`config.mk`:
```
export PLATFORM = sky130hd
export DESIGN_NAME = scm_serial_ch0_mode_control
export DESIGN_NICKNAME = d
export VERILOG_FILES = /design/src/logic/scm_pkg.sv /design/src/logic/scm_serial_ch0_mode_control.sv
export SDC_FILE = /design/constraint.sdc
export NUM_CORES = 1
export LEC_CHECK = 0
export BUFFER_PORTS_ARGS = -buffer_cell sky130_fd_sc_hd__buf_2
export CAP_MARGIN = 20
export CORE_MARGIN = 1.5
export CORE_UTILIZATION = 40
export CTS_BUF_LIST = sky130_fd_sc_hd__clkbuf_4
export DETAILED_ROUTE_END_ITERATION = 12
export PLACE_DENSITY = 0.67
export SETUP_SLACK_MARGIN = 0.2
export SLEW_MARGIN = 20
export SYNTH_ARGS = -nofsm -noshare
export SYNTH_HDL_FRONTEND = slang
export SYNTH_SLANG_ARGS = --single-unit
```
`constraint.sdc`:
```
create_clock -name clock -period 5 [get_ports clock]
set_input_delay 0.5 -clock clock [delete_from_list [all_inputs] [get_ports clock]]
set_output_delay 0.5 -clock clock [all_outputs]
set_load 0.01 [all_outputs]
```
`src/logic/scm_pkg.sv`:
```
// Constants and bus carriers for the serial mode/control block.
// Assumes an AXI4-Lite master, 32-bit data, 12-bit byte address.
package scm_pkg;

    // ==========================================================
    // Register byte addresses
    localparam logic [11:0] ADDR_MODE_CONTROL = 12'hfe0;
    localparam logic [11:0] ADDR_BUS_CONTROL  = 12'hfe4;
    localparam logic [11:0] ADDR_SLAVE_ADDR   = 12'hfe8;
    localparam logic [11:0] ADDR_SHIFT        = 12'hfec;
    localparam logic [11:0] ADDR_BIT_OP       = 12'hff0;
    localparam logic [11:0] ADDR_STATUS       = 12'hff4;

    // ==========================================================
    // Reset values
    localparam logic [7:0] MODE_RESET = 8'h00;
    localparam logic [7:0] BUS_RESET  = 8'h00;

    // ==========================================================
    // Mode register fields
    localparam int MODE_ENABLE   = 7;
    localparam int MODE_MATCH    = 6;
    localparam int MODE_WAKEUP   = 5;
    localparam int MODE_LINE_SEL = 4;
    localparam int MODE_HI       = 3;
    localparam int MODE_LO       = 2;
    localparam int MODE_CLK_HI   = 1;
    localparam int MODE_CLK_LO   = 0;
    localparam int MODE_BITOP_LO = 5;

    // ==========================================================
    // Bus control register fields
    localparam int BUS_RELEASE_TRIG = 7;
    localparam int BUS_COMMAND_TRIG = 6;
    localparam int BUS_REL_SEEN     = 3;
    localparam int BUS_CMD_SEEN     = 2;
    localparam int BUS_BUSY_ENABLE  = 0;

    // ==========================================================
    // Bit operation and status fields
    localparam int BITOP_IDX_HI  = 2;
    localparam int BITOP_VALUE   = 4;
    localparam int BITOP_TARGET  = 8;
    localparam int STATUS_IRQ    = 0;
    localparam int STATUS_ACTIVE = 1;

    // ==========================================================
    // Clock select codes and divider half periods
    localparam logic [1:0] CLK_EXTERNAL = 2'h0;
    localparam logic [1:0] CLK_TIMER    = 2'h1;
    localparam logic [1:0] CLK_DIV_MID  = 2'h2;
    localparam logic [1:0] CLK_DIV_FAST = 2'h3;
    localparam logic [5:0] HALF_DIV16   = 6'h08;
    localparam logic [5:0] HALF_DIV64   = 6'h20;
    localparam logic [5:0] HALF_DIV8    = 6'h04;
    localparam logic [2:0] LAST_BIT     = 3'h7;

    localparam logic [1:0] RESP_OKAY   = 2'h0;
    localparam logic [1:0] RESP_SLVERR = 2'h2;

    typedef enum { MODE_HALT, MODE_THREE_WIRE, MODE_ADDRESSED_BUS, MODE_TWO_WIRE } scm_mode_type;
    typedef enum { REG_MODE, REG_BUS, REG_SLAVE, REG_SHIFT, REG_BITOP, REG_STATUS,
                   REG_NONE } scm_reg_type;

    typedef struct packed {
        logic        awvalid;
        logic [11:0] awaddr;
        logic        wvalid;
        logic [31:0] wdata;
        logic [3:0]  wstrb;
        logic        bready;
        logic        arvalid;
        logic [11:0] araddr;
        logic        rready;
    } scm_axi_req_type;

    typedef struct packed {
        logic        awready;
        logic        wready;
        logic        bvalid;
        logic [1:0]  bresp;
        logic        arready;
        logic        rvalid;
        logic [31:0] rdata;
        logic [1:0]  rresp;
    } scm_axi_rsp_type;

endpackage

```
`src/logic/scm_serial_ch0_mode_control.sv`:
```
// Mode/control registers and serial engine, serial channel 0.
// Assumes pin inputs synchronous to clock and an AXI4-Lite master.
//
// Notes on behaviour
// RL1 - Mode register is a byte; its top three bits also take single-bit set/clear.
// RL2 - Bit 6 of the mode register is read-only; written values are dropped.
// RL3 - Reset clears mode register and bus control register to zero.
// RL4 - Clock select 00 takes external pin clock; 01 takes timer output, pin drives.
// RL5 - Select 10 gives fx/16 three-wire, fx/64 bus modes; 11 gives fx/8.
// RL6 - Enable and mode bits 3,2 decode halt, three-wire, addressed bus, two-wire.
// RL7 - Wake-up off: interrupt request on every completed transfer.
// RL8 - Wake-up on in bus mode: interrupt only on matching first address; line released.
// RL9 - Wake-up does not end busy; busy ends at next falling clock after release.
// RL10 - Software releases busy and sees data line high before setting wake-up.
// RL11 - Address match flag reads one when slave address equals shift register.
// RL12 - Address match flag meaningful only outside a transfer.
// RL13 - Enable off: shifting stops, counter clears, request held, pins are port except the clock pin, driven high unless clock select is 00.
// RL14 - Enable on: shifting allowed, counter counts, request may set, pins serve mode.
// RL15 - Clock pin state follows enable and clock select; internal clock idles high.
// RL16 - Software masks interrupts, clears enable, then clears request mid-transfer.
// RL17 - Bus control register takes only single-bit set, clear and test.
// RL18 - Release trigger sets the serial output latch in every mode.
// RL19 - Command trigger clears the serial output latch in every mode.
// RL20 - Both trigger bits return to zero by themselves after acting.
// RL21 - Writing shift register starts a transfer; it halts after eight bits.
// RL22 - Bus and two-wire modes: bit 4 picks which open-drain line carries data.
// RL23 - Three-wire: push-pull output, plain input, bit 4 picks MSB or LSB first.
//
// Register access over AXI4-Lite was decided locally.
`timescale 1ns/1ps
`default_nettype none

module scm_serial_ch0_mode_control
    import scm_pkg::*;
(
    input  wire logic            clock,
    input  wire logic            nrst,
    input  wire scm_axi_req_type axiReq,
    output scm_axi_rsp_type      axiRsp,
    input  wire logic            timerOut,
    input  wire logic            clockPinIn,
    output logic                 clockPinOut,
    output logic                 clockPinOe,
    output logic                 serialOutPin,
    output logic                 serialOutOe,
    input  wire logic            serialInPin,
    input  wire logic            busLineAIn,
    output logic                 busLineAOut,
    output logic                 busLineAOe,
    input  wire logic            busLineBIn,
    output logic                 busLineBOut,
    output logic                 busLineBOe,
    output logic                 serialIrqRequest
);

    // ==========================================================
    // Address decode
    function automatic scm_reg_type decodeAddr(input logic [11:0] addr);
        case (addr)
            ADDR_MODE_CONTROL: decodeAddr = REG_MODE;
            ADDR_BUS_CONTROL:  decodeAddr = REG_BUS;
            ADDR_SLAVE_ADDR:   decodeAddr = REG_SLAVE;
            ADDR_SHIFT:        decodeAddr = REG_SHIFT;
            ADDR_BIT_OP:       decodeAddr = REG_BITOP;
            ADDR_STATUS:       decodeAddr = REG_STATUS;
            default:           decodeAddr = REG_NONE;
        endcase
    endfunction

    logic [7:0]  mode_reg;
    logic [7:0]  busCtrl_reg;
    logic [1:0]  trig_reg;
    logic [7:0]  slaveAddr_reg;
    logic [7:0]  shift_reg;
    logic [2:0]  bitCnt_reg;
    logic        active_reg;
    logic        irq_reg;
    logic        soLatch_reg;
    logic        busy_reg;
    logic        relSeen_reg;
    logic        cmdSeen_reg;
    logic        addrPending_reg;
    logic        genClk_reg;
    logic [5:0]  divCnt_reg;
    logic        prevClk_reg;
    logic        prevData_reg;

    logic        awHeld_reg;
    logic [11:0] awAddr_reg;
    logic        wHeld_reg;
    logic [31:0] wData_reg;
    logic        wStrb0_reg;
    logic        bValid_reg;
    logic [1:0]  bResp_reg;
    logic        rValid_reg;
    logic [31:0] rData_reg;
    logic [1:0]  rResp_reg;

    // ==========================================================
    // Bus slave
    scm_reg_type wrSel;
    scm_reg_type rdSel;
    logic        wrFire;
    logic        wrBad;
    logic        wrOk;
    logic [2:0]  bitIdx;
    logic        bitVal;
    logic        bitOpMode;
    logic        bitOpBus;
    logic        shiftWrite;
    logic        irqClear;

    assign wrSel = decodeAddr(awAddr_reg);
    assign rdSel = decodeAddr(axiReq.araddr);
    assign wrFire = awHeld_reg && wHeld_reg && !bValid_reg;
    // Word writes to bus control refused
    assign wrBad = (wrSel == REG_NONE) || (wrSel == REG_BUS); // RL17
    assign wrOk = wrFire && !wrBad && wStrb0_reg;
    assign bitIdx = wData_reg[BITOP_IDX_HI:0];
    assign bitVal = wData_reg[BITOP_VALUE];
    assign bitOpMode = wrOk && (wrSel == REG_BITOP) && !wData_reg[BITOP_TARGET];
    assign bitOpBus = wrOk && (wrSel == REG_BITOP) && wData_reg[BITOP_TARGET];
    assign shiftWrite = wrOk && (wrSel == REG_SHIFT);
    assign irqClear = wrOk && (wrSel == REG_STATUS) && wData_reg[STATUS_IRQ];

    always_comb begin
        axiRsp.awready = !awHeld_reg;
        axiRsp.wready = !wHeld_reg;
        axiRsp.bvalid = bValid_reg;
        axiRsp.bresp = bResp_reg;
        axiRsp.arready = !rValid_reg;
        axiRsp.rvalid = rValid_reg;
        axiRsp.rdata = rData_reg;
        axiRsp.rresp = rResp_reg;
    end

    always_ff @(posedge clock) begin
        if (!nrst) begin
            awHeld_reg <= 1'b0;
            awAddr_reg <= 12'h000;
            wHeld_reg <= 1'b0;
            wData_reg <= 32'h0000_0000;
            wStrb0_reg <= 1'b0;
            bValid_reg <= 1'b0;
            bResp_reg <= RESP_OKAY;
        end else begin
            if (axiReq.awvalid && !awHeld_reg) begin
                awHeld_reg <= 1'b1;
                awAddr_reg <= axiReq.awaddr;
            end
            if (axiReq.wvalid && !wHeld_reg) begin
                wHeld_reg <= 1'b1;
                wData_reg <= axiReq.wdata;
                wStrb0_reg <= axiReq.wstrb[0];
            end
            if (wrFire) begin
                awHeld_reg <= 1'b0;
                wHeld_reg <= 1'b0;
                bValid_reg <= 1'b1;
                bResp_reg <= wrBad ? RESP_SLVERR : RESP_OKAY;
            end else if (bValid_reg && axiReq.bready) begin
                bValid_reg <= 1'b0;
            end
        end
    end

    logic [7:0] modeView;
    logic [7:0] busView;
    logic       addrMatch;
    assign addrMatch = (slaveAddr_reg == shift_reg); // RL11 RL12
    // Match bit is the live comparator
    assign modeView = {mode_reg[7], addrMatch, mode_reg[5:0]}; // RL2
    always_comb begin
        busView = 8'h00;
        busView[BUS_BUSY_ENABLE] = busCtrl_reg[BUS_BUSY_ENABLE];
        busView[BUS_REL_SEEN] = relSeen_reg;
        busView[BUS_CMD_SEEN] = cmdSeen_reg;
    end

    always_ff @(posedge clock) begin
        if (!nrst) begin
            rValid_reg <= 1'b0;
            rData_reg <= 32'h0000_0000;
            rResp_reg <= RESP_OKAY;
        end else if (axiReq.arvalid && !rValid_reg) begin
            rValid_reg <= 1'b1;
            rResp_reg <= (rdSel == REG_NONE) ? RESP_SLVERR : RESP_OKAY;
            case (rdSel)
                REG_MODE:   rData_reg <= {24'h000000, modeView};
                REG_BUS:    rData_reg <= {24'h000000, busView};
                REG_SLAVE:  rData_reg <= {24'h000000, slaveAddr_reg};
                REG_SHIFT:  rData_reg <= {24'h000000, shift_reg};
                REG_STATUS: rData_reg <= {30'h00000000, active_reg, irq_reg};
                default:    rData_reg <= 32'h0000_0000;
            endcase
        end else if (rValid_reg && axiReq.rready) begin
            rValid_reg <= 1'b0;
        end
    end

    // ==========================================================
    // Control registers
    always_ff @(posedge clock) begin
        if (!nrst) begin
            mode_reg <= MODE_RESET; // RL3
        end else if (wrOk && (wrSel == REG_MODE)) begin
            mode_reg <= wData_reg[7:0] & 8'hbf; // RL1 RL2
        end else if (bitOpMode && bitIdx >= 3'(MODE_BITOP_LO) && bitIdx != 3'(MODE_MATCH)) begin
            mode_reg[bitIdx] <= bitVal; // RL1
        end
    end

    always_ff @(posedge clock) begin
        if (!nrst) begin
            busCtrl_reg <= BUS_RESET; // RL3
        end else if (bitOpBus && bitIdx == 3'(BUS_BUSY_ENABLE)) begin
            busCtrl_reg[BUS_BUSY_ENABLE] <= bitVal; // RL17
        end
    end

    // Triggers live one cycle and read back as zero
    always_ff @(posedge clock) begin
        if (!nrst) begin
            trig_reg <= 2'h0;
        end else begin
            trig_reg[1] <= bitOpBus && bitVal && bitIdx == 3'(BUS_RELEASE_TRIG); // RL20
            trig_reg[0] <= bitOpBus && bitVal && bitIdx == 3'(BUS_COMMAND_TRIG); // RL20
        end
    end

    always_ff @(posedge clock) begin
        if (!nrst) begin
            slaveAddr_reg <= 8'h00;
        end else if (wrOk && (wrSel == REG_SLAVE)) begin
            slaveAddr_reg <= wData_reg[7:0];
        end
    end

    // ==========================================================
    // Mode decode
    scm_mode_type opMode;
    logic         enable;
    logic         busMode;
    logic         anyBus;
    logic         lineSel;
    logic         wakeup;
    logic [1:0]   clkSel;
    assign enable = mode_reg[MODE_ENABLE];
    assign lineSel = mode_reg[MODE_LINE_SEL];
    assign wakeup = mode_reg[MODE_WAKEUP];
    assign clkSel = mode_reg[MODE_CLK_HI:MODE_CLK_LO];

    always_comb begin
        if (!enable) begin
            opMode = MODE_HALT; // RL6
        end else if (!mode_reg[MODE_HI]) begin
            opMode = MODE_THREE_WIRE;
        end else if (!mode_reg[MODE_LO]) begin
            opMode = MODE_ADDRESSED_BUS;
        end else begin
            opMode = MODE_TWO_WIRE;
        end
    end
    assign busMode = (opMode == MODE_ADDRESSED_BUS);
    assign anyBus = busMode || (opMode == MODE_TWO_WIRE);

    // ==========================================================
    // Serial clock source
    logic [5:0] halfPeriod;
    logic       internalClk;
    logic       srcClk;
    logic       clkFall;
    logic       clkRise;
    logic       dataIn;
    always_comb begin
        case (clkSel)
            CLK_DIV_MID: halfPeriod = anyBus ? HALF_DIV64 : HALF_DIV16; // RL5
            default:     halfPeriod = HALF_DIV8; // RL5
        endcase
    end
    assign internalClk = clkSel[1];
    always_comb begin
        case (clkSel)
            CLK_EXTERNAL: srcClk = clockPinIn; // RL4
            CLK_TIMER:    srcClk = active_reg ? timerOut : 1'b1; // RL4
            default:      srcClk = genClk_reg;
        endcase
    end
    assign clkFall = prevClk_reg && !srcClk;
    assign clkRise = !prevClk_reg && srcClk;

    // Divider runs only in a transfer; clock idles high
    always_ff @(posedge clock) begin
        if (!nrst) begin
            divCnt_reg <= 6'h00;
            genClk_reg <= 1'b1;
        end else if (!active_reg || !internalClk) begin
            divCnt_reg <= 6'h00;
            genClk_reg <= 1'b1;
        end else if (divCnt_reg == halfPeriod - 6'h01) begin
            divCnt_reg <= 6'h00;
            genClk_reg <= !genClk_reg; // RL5
        end else begin
            divCnt_reg <= divCnt_reg + 6'h01;
        end
    end

    always_ff @(posedge clock) begin
        if (!nrst) begin
            prevClk_reg <= 1'b1;
            prevData_reg <= 1'b1;
        end else begin
            prevClk_reg <= srcClk;
            prevData_reg <= dataIn;
        end
    end

    // ==========================================================
    // Shift engine
    logic lsbFirst;
    logic lastRise;
    assign lsbFirst = (opMode == MODE_THREE_WIRE) && lineSel; // RL23
    always_comb begin
        if (opMode == MODE_THREE_WIRE) begin
            dataIn = serialInPin; // RL23
        end else begin
            dataIn = lineSel ? busLineBIn : busLineAIn; // RL22
        end
    end
    assign lastRise = active_reg && clkRise && (bitCnt_reg == LAST_BIT);

    always_ff @(posedge clock) begin
        if (!nrst) begin
            active_reg <= 1'b0;
            bitCnt_reg <= 3'h0;
        end else if (!enable) begin
            active_reg <= 1'b0; // RL13
            bitCnt_reg <= 3'h0; // RL13
        end else if (shiftWrite) begin
            active_reg <= 1'b1; // RL21 RL14
            bitCnt_reg <= 3'h0;
        end else if (active_reg && clkRise) begin
            bitCnt_reg <= bitCnt_reg + 3'h1; // RL14
            if (bitCnt_reg == LAST_BIT) begin
                active_reg <= 1'b0; // RL21
            end
        end
    end

    always_ff @(posedge clock) begin
        if (!nrst) begin
            shift_reg <= 8'h00;
        end else if (shiftWrite) begin
            shift_reg <= wData_reg[7:0]; // RL21
        end else if (enable && active_reg && clkRise) begin
            if (lsbFirst) begin
                shift_reg <= {dataIn, shift_reg[7:1]}; // RL23
            end else begin
                shift_reg <= {shift_reg[6:0], dataIn};
            end
        end
    end

    // Triggers act in every mode
    always_ff @(posedge clock) begin
        if (!nrst) begin
            soLatch_reg <= 1'b1;
        end else if (trig_reg[1]) begin
            soLatch_reg <= 1'b1; // RL18
        end else if (trig_reg[0]) begin
            soLatch_reg <= 1'b0; // RL19
        end else if (enable && active_reg && clkFall) begin
            soLatch_reg <= lsbFirst ? shift_reg[0] : shift_reg[7];
        end
    end

    // ==========================================================
    // Bus events, wake-up and request
    logic relEvent;
    logic cmdEvent;
    logic irqSet;
    assign relEvent = busMode && srcClk && prevClk_reg && dataIn && !prevData_reg;
    assign cmdEvent = busMode && srcClk && prevClk_reg && !dataIn && prevData_reg;

    always_ff @(posedge clock) begin
        if (!nrst || !enable) begin
            relSeen_reg <= 1'b0;
            cmdSeen_reg <= 1'b0;
            addrPending_reg <= 1'b0;
        end else begin
            if (relEvent) begin
                relSeen_reg <= 1'b1;
                cmdSeen_reg <= 1'b0;
                addrPending_reg <= 1'b1;
            end else begin
                if (shiftWrite) begin
                    relSeen_reg <= 1'b0;
                    cmdSeen_reg <= 1'b0;
                end else if (cmdEvent) begin
                    cmdSeen_reg <= 1'b1;
                end
                if (lastRise) begin
                    addrPending_reg <= 1'b0;
                end
            end
        end
    end

    // Match includes the eighth bit
    logic finalMatch;
    assign finalMatch = lsbFirst ? 1'b0 : (slaveAddr_reg == {shift_reg[6:0], dataIn});
    always_comb begin
        if (wakeup && busMode) begin
            irqSet = lastRise && addrPending_reg && finalMatch; // RL8
        end else begin
            irqSet = lastRise; // RL7
        end
    end

    // Set wins over a clear in the same cycle
    always_ff @(posedge clock) begin
        if (!nrst) begin
            irq_reg <= 1'b0;
        end else if (irqSet) begin
            irq_reg <= 1'b1; // RL14
        end else if (irqClear) begin
            irq_reg <= 1'b0; // RL13
        end
    end
    assign serialIrqRequest = irq_reg;

    // Busy drops on a falling clock edge once busy enable is clear, or at once when enable is cleared
    always_ff @(posedge clock) begin
        if (!nrst) begin
            busy_reg <= 1'b0;
        end else if (lastRise && busMode && busCtrl_reg[BUS_BUSY_ENABLE]) begin
            busy_reg <= 1'b1;
        end else if (!enable || (clkFall && !busCtrl_reg[BUS_BUSY_ENABLE])) begin
            busy_reg <= 1'b0; // RL9
        end
    end

    // ==========================================================
    // Pins
    logic pullLow;
    assign pullLow = busy_reg || (!soLatch_reg && !(wakeup && busMode)); // RL8 RL9

    always_comb begin
        clockPinOut = 1'b1;
        clockPinOe = 1'b0;
        if (clkSel != CLK_EXTERNAL) begin
            clockPinOe = 1'b1; // RL15
            clockPinOut = enable ? srcClk : 1'b1; // RL15
        end
    end

    assign serialOutPin = soLatch_reg;
    assign serialOutOe = (opMode == MODE_THREE_WIRE); // RL23 RL13
    assign busLineAOut = 1'b0;
    assign busLineBOut = 1'b0;
    assign busLineAOe = anyBus && !lineSel && pullLow; // RL22
    assign busLineBOe = anyBus && lineSel && pullLow; // RL22

endmodule // scm_serial_ch0_mode_control

`default_nettype wire

```
==> impl_summary.txt, run 1 <==
----------------------------------------------------
[Floorplanning]
  Area enclosed by the die boundary ... 0.01081 mm2
  Chip Width ... 104.0 um
  Number of placed I/O pins ... 122
  Initial core utilization ... 0.4153
  Core Rows ... 36
  Vertical extent of the die ... between 100 and 150 um
  Area of the core ... 0.009819 mm2

[STA]
  Final period utilization ... 0.5040
  Finish-stage setup viols ... 0
  Number of hold-slack violations in the final timing report ... 0
  Fin. max-slew vios ... 0
  TNS Setup ... 0 ps
  Clock Skews ... 21.88 ps
  Maximum frequency from static timing analysis ... 396.8 MHz
  Final critical-path required period ... roughly 2500 ps
  Unrepaired setup endpoints after global routing ... no
  Worst rel slew slack ... 0.3855
  Slew at the pin closest to its max-slew limit ... slightly above 900 ps

[Setup path]
  Classification of the worst setup path ... flip-flop to flip-flop
  R2r startpoint ... awAddr_reg[4]$_SDFFE_PN0P_
  Slowest cell on the critical path ... or4b_2
  CP max FO ... 12
  Worst Setup Start Kind ... flip-flop
  Critical path buffers and inverters ... 0
  Crit-path cells ... or4b_2 -> nor4_1 -> nand3_1 -> nand2_1 -> o22ai_1
  Largest stage delay, worst path ... ~640 ps
  Worst EP required ... 5310 ps
  Launch point of the worst path ... awAddr_reg[4]$_SDFFE_PN0P_
  Crit path capture type ... flip-flop
  Arrival time of data at the critical path endpoint ... 2830 ps
  Kind of cell with the highest combined delay on the critical path ... simple AND/OR/NAND/NOR gates

[CTS]
  Clock buffers created by TritonCTS ... 9
  H-tree Lvls ... 3
  Sinks on the clock net ... a little over 80
  Clock slew at the register clock pins of the worst setup and hold paths ... 160 ps
  CTS max path bufs ... 2
  Number of instances resized during post-cts repair ... 0
  Post-CTS setup buffer count ... 0
  Number of hold buffers added after CTS ... 0
  Clock root buffer master ... clkbuf_4
  Clock latency reported for the late side of the worst-skew pair ... about 440 ps
  Clock tree from TritonCTS ... built

[Routing]
  Remaining design rule violation count ... 0
  Detailed Route Iter0 Violations ... 139
  Vias after detailed routing ... roughly 3.4k
  Detailed-route vias per instance ... between 5 and 6
  Total length of routed wires ... 9.180 mm
  ANT nets after route ... 0
  Number of detailed-route iterations in the first pass ... 4
  Routed length per placed instance ... roughly 14 um

[Yosys]
  Post-synthesis share of cell area spent on full adders, half adders and majority gates ... 0.009205
  Number of flip-flops and latches in the synthesized netlist ... 81
  Cell count after synthesis ... 484
  Portion of netlist area occupied by mux cells ... 0.1181
  Post-Synth Simple-Gate Area ... 0.2215
  Count of flip-flops with a built-in enable after synthesis ... 0
  Mapped Avg Cell Area ... 8.425 um2
  Dominant combinational cell family by area after synthesis ... simple AND/OR/NAND/NOR gates
  Warnings, synthesis ... 0
  Top_reg_cell synth ... dfxtp_1
  Post-synthesis sequential area ratio ... 0.3977
  Distinct cells, synth ... 49
  Area of the mapped netlist ... 0.004078 mm2
  Post-Synth XOR/XNOR Area ... 0.04940
  Share of synthesized registers carrying an async set or reset ... 0
  Post-synthesis compound-gate area fraction ... 0.1123

[Layout]
  Final Non-Filler Cells ... 674
  Highest-count cells in the layout ignoring fill and taps ... nand2_1 (81), dfxtp_1 (81), buf_2 (67), nor2_1 (39), a21oi_1 (36)
  Final cell area excluding filler cells ... 0.004516 mm2
  Syn-to-layout area delta ... 10.74%
  Number of flip-flops in the largest register ... 12
  Diodes inserted ... 0
  Total Nets Final ... 611
  Fraction of layout cells with a size suffix above 1 ... 0.1904

[Global route]
  Global routing usage summed across all routing layers ... 0.1716
  Initial antenna violation count ... 0
  Number of global-route vias before repair ... 3172
  Global-route wire length before repair ... roughly 15 mm
  Pin count of the biggest net entering global routing ... roughly 50
  Congestion Overflow GR ... 0

[Place]
  Inst Count DP ... ~660
  Number of buffers added on ports ... 67
  Post-DP Area ... between 0.004 and 0.005 mm2
  Global placement routability congestion ... 0.8369
  Final HPWL from detailed placement ... 6.755 mm

[Power and ir drop]
  Worst supply voltage drop on vdd ... 0.0001430 V
  Static leakage ... 1.754 nW
  Power density relative to cell area ... 250.6 mW/mm2

[Flow run]
  Max Cap Viol ... 0

[Worst hold path]
  Worst hold-check path type ... input port to flip-flop
  Startpoint of the worst hold path ... axiReq[0]

[Status]
  Result of the run ... completed

----------------------------------------------------
-- power breakdown --
group / switching, mW / internal, mW
Clock: 0.247 / 0.112
Sequential: 0.0173 / 0.660
Combinational: 0.0586 / 0.0357
-- through the flow --
stage | total power [mW] | hold WS, ps | util | worst slack [ps]
CTS | 1.142 | 220.1 | 0.4590 | 2212
finish | 1.132 | 243.0 | 0.4599 | 2480
global placement | 0.7823 | 408.8 | 0.4457 | 2307
detailed placement | 0.7853 | 408.2 | 0.4457 | 2266
floorplan | 0.7665 | 393.3 | - | 2958
global route | 1.181 | 224.3 | 0.4599 | 2317
-- synthesized netlist by cell type, drive strengths merged (4+ instances only) --
cell | count | share of area
clkbuf | 21 | 0.019
or3 | 4 | 0.0061
a21oi | 36 | 0.044
a22oi | 5 | 0.0092
nor3 | 4 | 0.0049
buf | 33 | 0.059
nor2 | 39 | 0.036
nand3 | 13 | 0.016
mux2i | 29 | 0.071
nor4 | 8 | 0.016
inv | 14 | 0.013
nand3b | 7 | 0.013
o22ai | 9 | 0.014
nor2b | 5 | 0.0077
nor3b | 4 | 0.0074
nand4 | 9 | 0.014
o21ai | 11 | 0.014
mux2 | 11 | 0.030
nand2 | 81 | 0.075
xor2 | 12 | 0.026
dfxtp | 81 | 0.40
xnor2 | 11 | 0.024
-- logic make-up (layout without fill, tap and decap cells) --
kind of cell	after synthesis	count (layout)
xor+xnor	23	23
fa+ha+maj	3	3
flops	81	81
buf+inv	68	98
simple gates	188	188
other cells	1	28
compound gates	77	77
mux	43	43
-- metal layers --
layer	up-vias	GRT usage	part of all wire	wire length, um
met3	11	0.04261	0.053	491
met2	98	0.2748	0.46	4185
met5	-	0	0	0
li1	1721	-	-	-
met1	1580	0.2309	0.48	4399
met4	0	0.04365	0.011	103
-- worst paths after layout --
| check | to | slack (ps) | cells after the start |
|---|---|---|---|
| min | rValid_reg$_SDFFE_PN0P_ | 240 | 2 |
| max | shift_reg[2]$_SDFFE_PN0P_ | 2480 | 5 |
| max reg2reg | shift_reg[2]$_SDFFE_PN0P_ | 2480 | 5 |
| min reg2reg | serialOutPin$_SDFFE_PP1P_ | 430 | 1 |
-- cell type report --
type / count / area [um2]
Inverter: 14 / 52.55
Timing Repair Buffer: 68 / 342.8
Multi-Input combinational cell: 362 / 2202
Clock inverter: 7 / 62.56
Tap cell: 133 / 166.4
Clock buffer: 9 / 67.56
Sequential cell: 81 / 1622
Fill cell: 1014 / 5304
No activity file was read; power rests on OpenSTA's default activity.
==> run 2: changes to the inputs <==
clock period = 2.4 ns   (was 5 ns; I/O delays follow)
==> impl_summary.txt, run 2 (same netlist as run 1, synthesis figures left out) <==
----------------------------------------------------
[Status]
  Result of the run ... completed

[Place]
  Global placement routability congestion ... 0.8682 (+3.7%)
  Inst Count DP ... 666 (+1.2%)
  Post-DP Area ... 0.004437 mm2 (+1.4%)
  Final HPWL from detailed placement ... 6.769 mm (+0.21%)
  Number of buffers added on ports ... 67 (unchanged)

[STA]
  Worst rel slew slack ... 0.4982 (+0.1128)
  Finish-stage setup viols ... 0 (unchanged)
  Final critical-path required period ... 2125 ps (-395.2 ps)
  Slew at the pin closest to its max-slew limit ... 751.1 ps (-162.3 ps)
  Clock Skews ... 25.59 ps (+3.708 ps)
  Number of hold-slack violations in the final timing report ... 0 (unchanged)
  Fin. max-slew vios ... 0 (unchanged)
  TNS Setup ... 0 ps (unchanged)
  Unrepaired setup endpoints after global routing ... yes
  Final period utilization ... 0.8854 (+0.3814)
  Maximum frequency from static timing analysis ... 470.6 MHz (+19%)
  Final hold slack ... 8.942 ps (-234.0 ps)

[Routing]
  Remaining design rule violation count ... 0 (unchanged)
  Detailed Route Iter0 Violations ... 163 (+17%)
  Detailed-route vias per instance ... 5.032 (-0.55%)
  Number of detailed-route iterations in the first pass ... 4 (unchanged)
  ANT nets after route ... 0 (unchanged)
  Total length of routed wires ... 9.275 mm (+1.0%)
  Vias after detailed routing ... 3507 (+2.8%)
  Routed length per placed instance ... 13.31 um (-2.3%)

[Floorplanning]
  Core Rows ... 36 (unchanged)
  Vertical extent of the die ... 104.0 um (unchanged)
  Chip Width ... 104.0 um (unchanged)
  Number of placed I/O pins ... 122 (unchanged)
  Area enclosed by the die boundary ... 0.01081 mm2 (unchanged)
  Initial core utilization ... 0.4153 (unchanged)
  Area of the core ... 0.009819 mm2 (unchanged)

[Setup path]
  Crit-path cells ... nand4b_1 -> or4_4 -> nor4b_2 -> buf_4 -> mux2i_1 -> nor2_1
  CP max FO ... 8 (-4)
  Worst EP required ... 2720 ps (-2590 ps)
  Critical path buffers and inverters ... 1 (+1)
  Register-to-Register Setup Slack ... 280 ps (-2200 ps)
  Arrival time of data at the critical path endpoint ... 2450 ps (-380 ps)
  Crit path capture type ... flip-flop
  Largest stage delay, worst path ... 620 ps (-20 ps)
  Kind of cell with the highest combined delay on the critical path ... simple AND/OR/NAND/NOR gates
  Slowest cell on the critical path ... or4_4
  Classification of the worst setup path ... flip-flop to flip-flop
  Worst Setup Start Kind ... flip-flop

[Layout]
  Diodes inserted ... 0 (unchanged)
  Number of flip-flops in the largest register ... 12 (unchanged)
  Layout fillers ... 1018 (+0.39%)
  Fraction of layout cells with a size suffix above 1 ... 0.2092 (+0.01883)
  Syn-to-layout area delta ... 16.02%
  End-of-flow core utilization ... 0.4818 (+0.02192)
  Final cell area excluding filler cells ... 0.004731 mm2 (+4.8%)
  Highest-count cells in the layout ignoring fill and taps ... nand2_1 (80), dfxtp_1 (80), buf_2 (67), nor2_1 (39), a21oi_1 (36)
  Final Non-Filler Cells ... 697 (+3.4%)
  Total Nets Final ... 634 (+3.8%)

[Global route]
  Global-route wire length before repair ... 15.30 mm (+0.96%)
  Number of global-route vias before repair ... 3257 (+2.7%)
  Congestion Overflow GR ... 0 (unchanged)
  Initial antenna violation count ... 0 (unchanged)
  Pin count of the biggest net entering global routing ... 43 (-12%)
  Global routing usage summed across all routing layers ... 0.1732 (+0.001596)

[Power and ir drop]
  Static leakage ... 1.861 nW (+6.1%)
  Switching pwr ... 0.6862 mW (+110%)
  Logic gate share of total power ... 0.091 (+0.008)
  Clock group share of total power ... 0.319 (about the same)
  P_int ... 1.702 mW (+110%)
  Power density relative to cell area ... 504.9 mW/mm2 (+100%)
  Sequential group share of total power ... 0.590 (-0.009)
  Fraction of power spent switching nets ... 0.2873 (+0.001760)
  Worst supply voltage drop on vdd ... 0.0003096 V (+120%)

[CTS]
  CTS max path bufs ... 2 (unchanged)
  Sinks on the clock net ... 81 (unchanged)
  Clock buffers created by TritonCTS ... 9 (unchanged)
  H-tree Lvls ... 3 (unchanged)
  Clock root buffer master ... clkbuf_4
  Clock latency reported for the late side of the worst-skew pair ... 450 ps (about the same)
  Clock slew at the register clock pins of the worst setup and hold paths ... 160 ps (about the same)
  Clock tree from TritonCTS ... built

[Flow run]
  Max Cap Viol ... 0 (unchanged)

[Worst hold path]
  Worst hold-check path type ... input port to flip-flop

----------------------------------------------------
[run 2: path summary, 6_finish.rpt]
| path | start | end | cells past startpoint |
|---|---|---|---|
| setup / recovery | bValid_reg$_SDFFE_PN0P_ | slaveAddr_reg[3]$_SDFFE_PN0P_ | 6 |
| hold / removal | axiReq[51] | wHeld_reg$_SDFFE_PP0P_ | 3 |
| hold reg to reg | trig_reg[0]$_SDFF_PN0_ | serialOutPin$_SDFFE_PP1P_ | 1 |
| setup reg to reg | bValid_reg$_SDFFE_PN0P_ | slaveAddr_reg[3]$_SDFFE_PN0P_ | 6 |
[run 2: final cells by class]
class	count	area, um2	share of cell area
multi-input cells	362	2212	0.4676
flip-flops and latches	81	1623	0.3430
repair buffers	91	548.0	0.1158
well taps	133	166.4	0.03518
clock buffers	9	67.56	0.01428
clock inverters	7	61.31	0.01296
inverters	14	52.55	0.01111
[run 2: worst register-to-register path, cell delays in order (launching register included)]
cell      delay, ps
dfxtp_1         360
nand4b_1        250
or4_4           620
nor4b_2         270
buf_4           240
mux2i_1         210
nor2_1           50
[run 2: what timing repair did]
| action | 4_1_cts | 5_1_grt |
|---|---|---|
| endpoints found under the hold margin | 11 | 2 |
| endpoints found under the setup margin | 14 | 20 |
| resized for setup | 2 | 4 |
| gates cloned | 0 | 0 |
| buffers inserted | 0 | 2 |
| hold buffers | 11 | 2 |
| pin swaps | 1 | 1 |
[run 2: through the flow]
| stage | power (mW) | worst slack, ps |
|---|---|---|
| after global placement | 1.632 | 257.3 |
| after CTS | 2.406 | 209.2 |
| after floorplan | 1.597 | 358.4 |
| after detailed placement | 1.637 | 206.5 |
| final | 2.389 | 275.1 |
| after global routing | 2.501 | 164.1 |
[run 2: power by group through the flow]
| stage | registers [mW] | clock network (mW) | logic, mW |
|---|---|---|---|
| 2_1_floorplan | 1.42 | 0 | 0.175 |
| 3_3_place_gp | 1.44 | 0 | 0.196 |
| 3_5_place_dp | 1.44 | 0 | 0.199 |
| 4_1_cts | 1.41 | 0.784 | 0.213 |
| 5_1_grt | 1.42 | 0.842 | 0.243 |
| 6_report | 1.41 | 0.762 | 0.218 |
[run 2: per-layer routing]
layer,track usage,part of all wire,vias to the layer above
met5,0,0,-
met4,0.06052,0.018,0
met3,0.04386,0.065,18
met2,0.2739,0.45,129
met1,0.2288,0.47,1585
li1,-,-,1775
==> run 3: changes to the inputs <==
REMOVE_ABC_BUFFERS = 1   (was not set)
clock period = 2.12 ns   (was 2.4 ns; I/O delays follow)
==> impl_summary.txt, run 3 (same netlist as run 1, synthesis figures left out) <==
----------------------------------------------------
[Status]
  Result of the run ... completed

[Setup path]
  CP max FO ... 8 (unchanged)
  Worst Reg-to-Reg Cells ... 6 (unchanged)
  Worst EP required ... 2450 ps (-270 ps)
  Crit path capture type ... flip-flop
  End of the worst register-to-register path ... slaveAddr_reg[1]$_SDFFE_PN0P_
  R2r startpoint ... awAddr_reg[0]$_SDFFE_PN0P_
  Launch point of the worst path ... awAddr_reg[0]$_SDFFE_PN0P_
  Classification of the worst setup path ... flip-flop to flip-flop
  Arrival time of data at the critical path endpoint ... 2410 ps (-40 ps)
  Endpoint of the most critical setup path ... slaveAddr_reg[1]$_SDFFE_PN0P_
  Register-to-Register Setup Slack ... 40 ps (-230 ps)
  Worst Setup Start Kind ... flip-flop

[Routing]
  Met2 wire length ... 4.869 mm (+17%)
  Detailed-routing wirelength on met1 ... 4.329 mm (-0.69%)
  Routed length per placed instance ... 13.76 um (+3.4%)
  Detailed Route Iter0 Violations ... 130 (-20%)
  Number of detailed-route iterations in the first pass ... 4 (unchanged)
  Detailed-route vias per instance ... 5.056 (+0.49%)
  Remaining design rule violation count ... 0 (unchanged)
  Highest routing layer actually used ... met4
  Vias after detailed routing ... 3590 (+2.4%)
  Total met3 wirelength after detailed routing ... 454 um (-24%)
  ANT nets after route ... 0 (unchanged)
  Total length of routed wires ... 9.768 mm (+5.3%)

[Place]
  Global placement routability congestion ... 0.8324 (-4.1%)
  Number of buffers added on ports ... 67 (unchanged)
  Post-DP Area ... 0.004519 mm2 (+1.9%)
  Pre-CTS setup slack ... 19.74 ps (-186.8 ps)
  Final HPWL from detailed placement ... 7.274 mm (+7.5%)

[Global route]
  Pin count of the biggest net entering global routing ... 25 (-42%)
  Congestion Overflow GR ... 0 (unchanged)
  Number of global-route vias before repair ... 3477 (+6.8%)
  Global-route wire length before repair ... 16.08 mm (+5.1%)
  Global routing usage summed across all routing layers ... 0.1824 (+0.009295)
  Initial antenna violation count ... 0 (unchanged)

[Floorplanning]
  Core Rows ... 36 (unchanged)
  Area of the core ... 0.009819 mm2 (unchanged)
  Initial core utilization ... 0.4153 (unchanged)
  Number of placed I/O pins ... 122 (unchanged)
  Vertical extent of the die ... 104.0 um (unchanged)
  Area enclosed by the die boundary ... 0.01081 mm2 (unchanged)
  Chip Width ... 104.0 um (unchanged)

[STA]
  Slew at the pin closest to its max-slew limit ... 716.3 ps (-34.83 ps)
  Maximum frequency from static timing analysis ... 481.6 MHz (+2.3%)
  Finish-stage setup viols ... 0 (unchanged)
  Unrepaired setup endpoints after global routing ... yes
  Final hold slack ... 26.77 ps (+17.83 ps)
  Fin. max-slew vios ... 0 (unchanged)
  Clock Skews ... 8.044 ps (-17.54 ps)
  Final period utilization ... 0.9795 (+0.09408)
  Worst rel slew slack ... 0.5215 (+0.02327)
  Worst Setup Slack, final ... 43.51 ps (-231.5 ps)
  Number of hold-slack violations in the final timing report ... 0 (unchanged)
  TNS Setup ... 0 ps (unchanged)
  Final critical-path required period ... 2076 ps (-48.46 ps)

[Layout]
  End-of-flow core utilization ... 0.5032 (+0.02141)
  Final cell area excluding filler cells ... 0.004941 mm2 (+4.4%)
  Layout fillers ... 960 (-5.7%)
  Highest-count cells in the layout ignoring fill and taps ... nand2_1 (80), dfxtp_1 (76), buf_2 (67), nor2_1 (38), a21oi_1 (36)
  Diodes inserted ... 0 (unchanged)
  Most common cell after layout, fill and taps aside ... nand2_1
  Syn-to-layout area delta ... 21.17%
  Fraction of layout cells with a size suffix above 1 ... 0.2340 (+0.02475)
  Number of flip-flops in the largest register ... 12 (unchanged)
  Total Nets Final ... 647 (+2.1%)

[Worst hold path]
  Worst hold-check path type ... input port to flip-flop

[Power and ir drop]
  Worst supply voltage drop on vdd ... 0.0004615 V (+49%)
  Clock group share of total power ... 0.380 (+0.061)
  Fraction of power spent switching nets ... 0.2413 (-0.04602)
  Static leakage ... 1.964 nW (+5.5%)
  Logic gate share of total power ... 0.088 (-0.003)
  Sequential group share of total power ... 0.532 (-0.058)
  Switching pwr ... 0.7234 mW (+5.4%)
  Power density relative to cell area ... 606.8 mW/mm2 (+20%)
  P_int ... 2.275 mW (+34%)

[CTS]
  Clock buffers created by TritonCTS ... 9 (unchanged)
  H-tree Lvls ... 3 (unchanged)
  Sinks on the clock net ... 81 (unchanged)
  Clock latency reported for the late side of the worst-skew pair ... 420 ps (-30 ps)
  Clock root buffer master ... clkbuf_4
  Post-CTS setup buffer count ... 0 (unchanged)
  CTS max path bufs ... 2 (unchanged)
  Clock tree from TritonCTS ... built
  Clock slew at the register clock pins of the worst setup and hold paths ... 130 ps (-30 ps)

[Flow run]
  Max Cap Viol ... 0 (unchanged)

----------------------------------------------------
[run 3: cell types whose count changed in the layout (fill, tap and decap cells not counted), sizes merged]
| cell | previous run | this run |
|---|---|---|
| dlygate4sd3 | 13 | 17 |
| buf | 78 | 87 |
| clkbuf | 9 | 10 |
| clkinv | 1 | 2 |
| inv | 19 | 14 |
| bufinv | 0 | 3 |
[run 3: power groups by stage]
stage / sequential (mW) / clock (mW) / combinational [mW]
floorplan: 1.62 / 0 / 0.127
global placement: 1.63 / 0 / 0.228
detailed placement: 1.63 / 0 / 0.233
CTS: 1.59 / 1.16 / 0.250
global route: 1.60 / 1.23 / 0.294
finish: 1.60 / 1.14 / 0.263
[run 3: what timing repair did]
action | 4_1_cts | 5_1_grt
hold buffers | 11 | 6
endpoints found under the setup margin | 32 | 31
pin swaps | 2 | 8
gates cloned | 0 | 0
resized for setup | 5 | 16
hold endpoints to repair | 11 | 6
[run 3: worst min path at each step]
stage	start	to	depth (start not counted)
floorplan	nrst	prevClk_reg$_SDFF_PN1_	1
CTS	axiReq[59]	awAddr_reg[7]$_SDFFE_PN0P_	3
finish	axiReq[54]	awAddr_reg[2]$_SDFFE_PN0P_	3
global route	axiReq[19]	wData_reg[0]$_SDFFE_PN0P_	3
detailed placement	axiReq[0]	rValid_reg$_SDFFE_PN0P_	2
global placement	axiReq[0]	rValid_reg$_SDFFE_PN0P_	2
[run 3: stage by stage]
step / std cells / total power, mW
2_1_floorplan: 457 / 1.747
3_3_place_gp: 677 / 1.855
3_5_place_dp: 677 / 1.862
4_1_cts: 704 / 3.001
5_1_grt: 710 / 3.123
6_report: 710 / 2.998
[run 3: worst max-delay path: stages, from the launching register on]
cell and delay [ps]:
dfxtp_2 350, or3b_4 390, or4_4 460, nor4b_4 310
buf_6 210, mux2i_2 210, nor2_1 60
[run 3: layer usage]
| layer | GRT usage | vias to the layer above |
|---|---|---|
| met2 | 0.3245 | 94 |
| met4 | 0.04762 | 0 |
| met5 | 0 | - |
| met3 | 0.04010 | 10 |
| li1 | - | 1798 |
| met1 | 0.2218 | 1688 |
[run 3: cell type report]
type | instances | area (um2) | share of cell area
Multi-Input combinational cell | 362 | 2247 | 0.4548
Clock buffer | 10 | 75.07 | 0.01519
Clock inverter | 6 | 106.4 | 0.02152
Tap cell | 133 | 166.4 | 0.03368
Inverter | 14 | 52.55 | 0.01064
Sequential cell | 81 | 1630 | 0.3300
Timing Repair Buffer | 104 | 663.1 | 0.1342
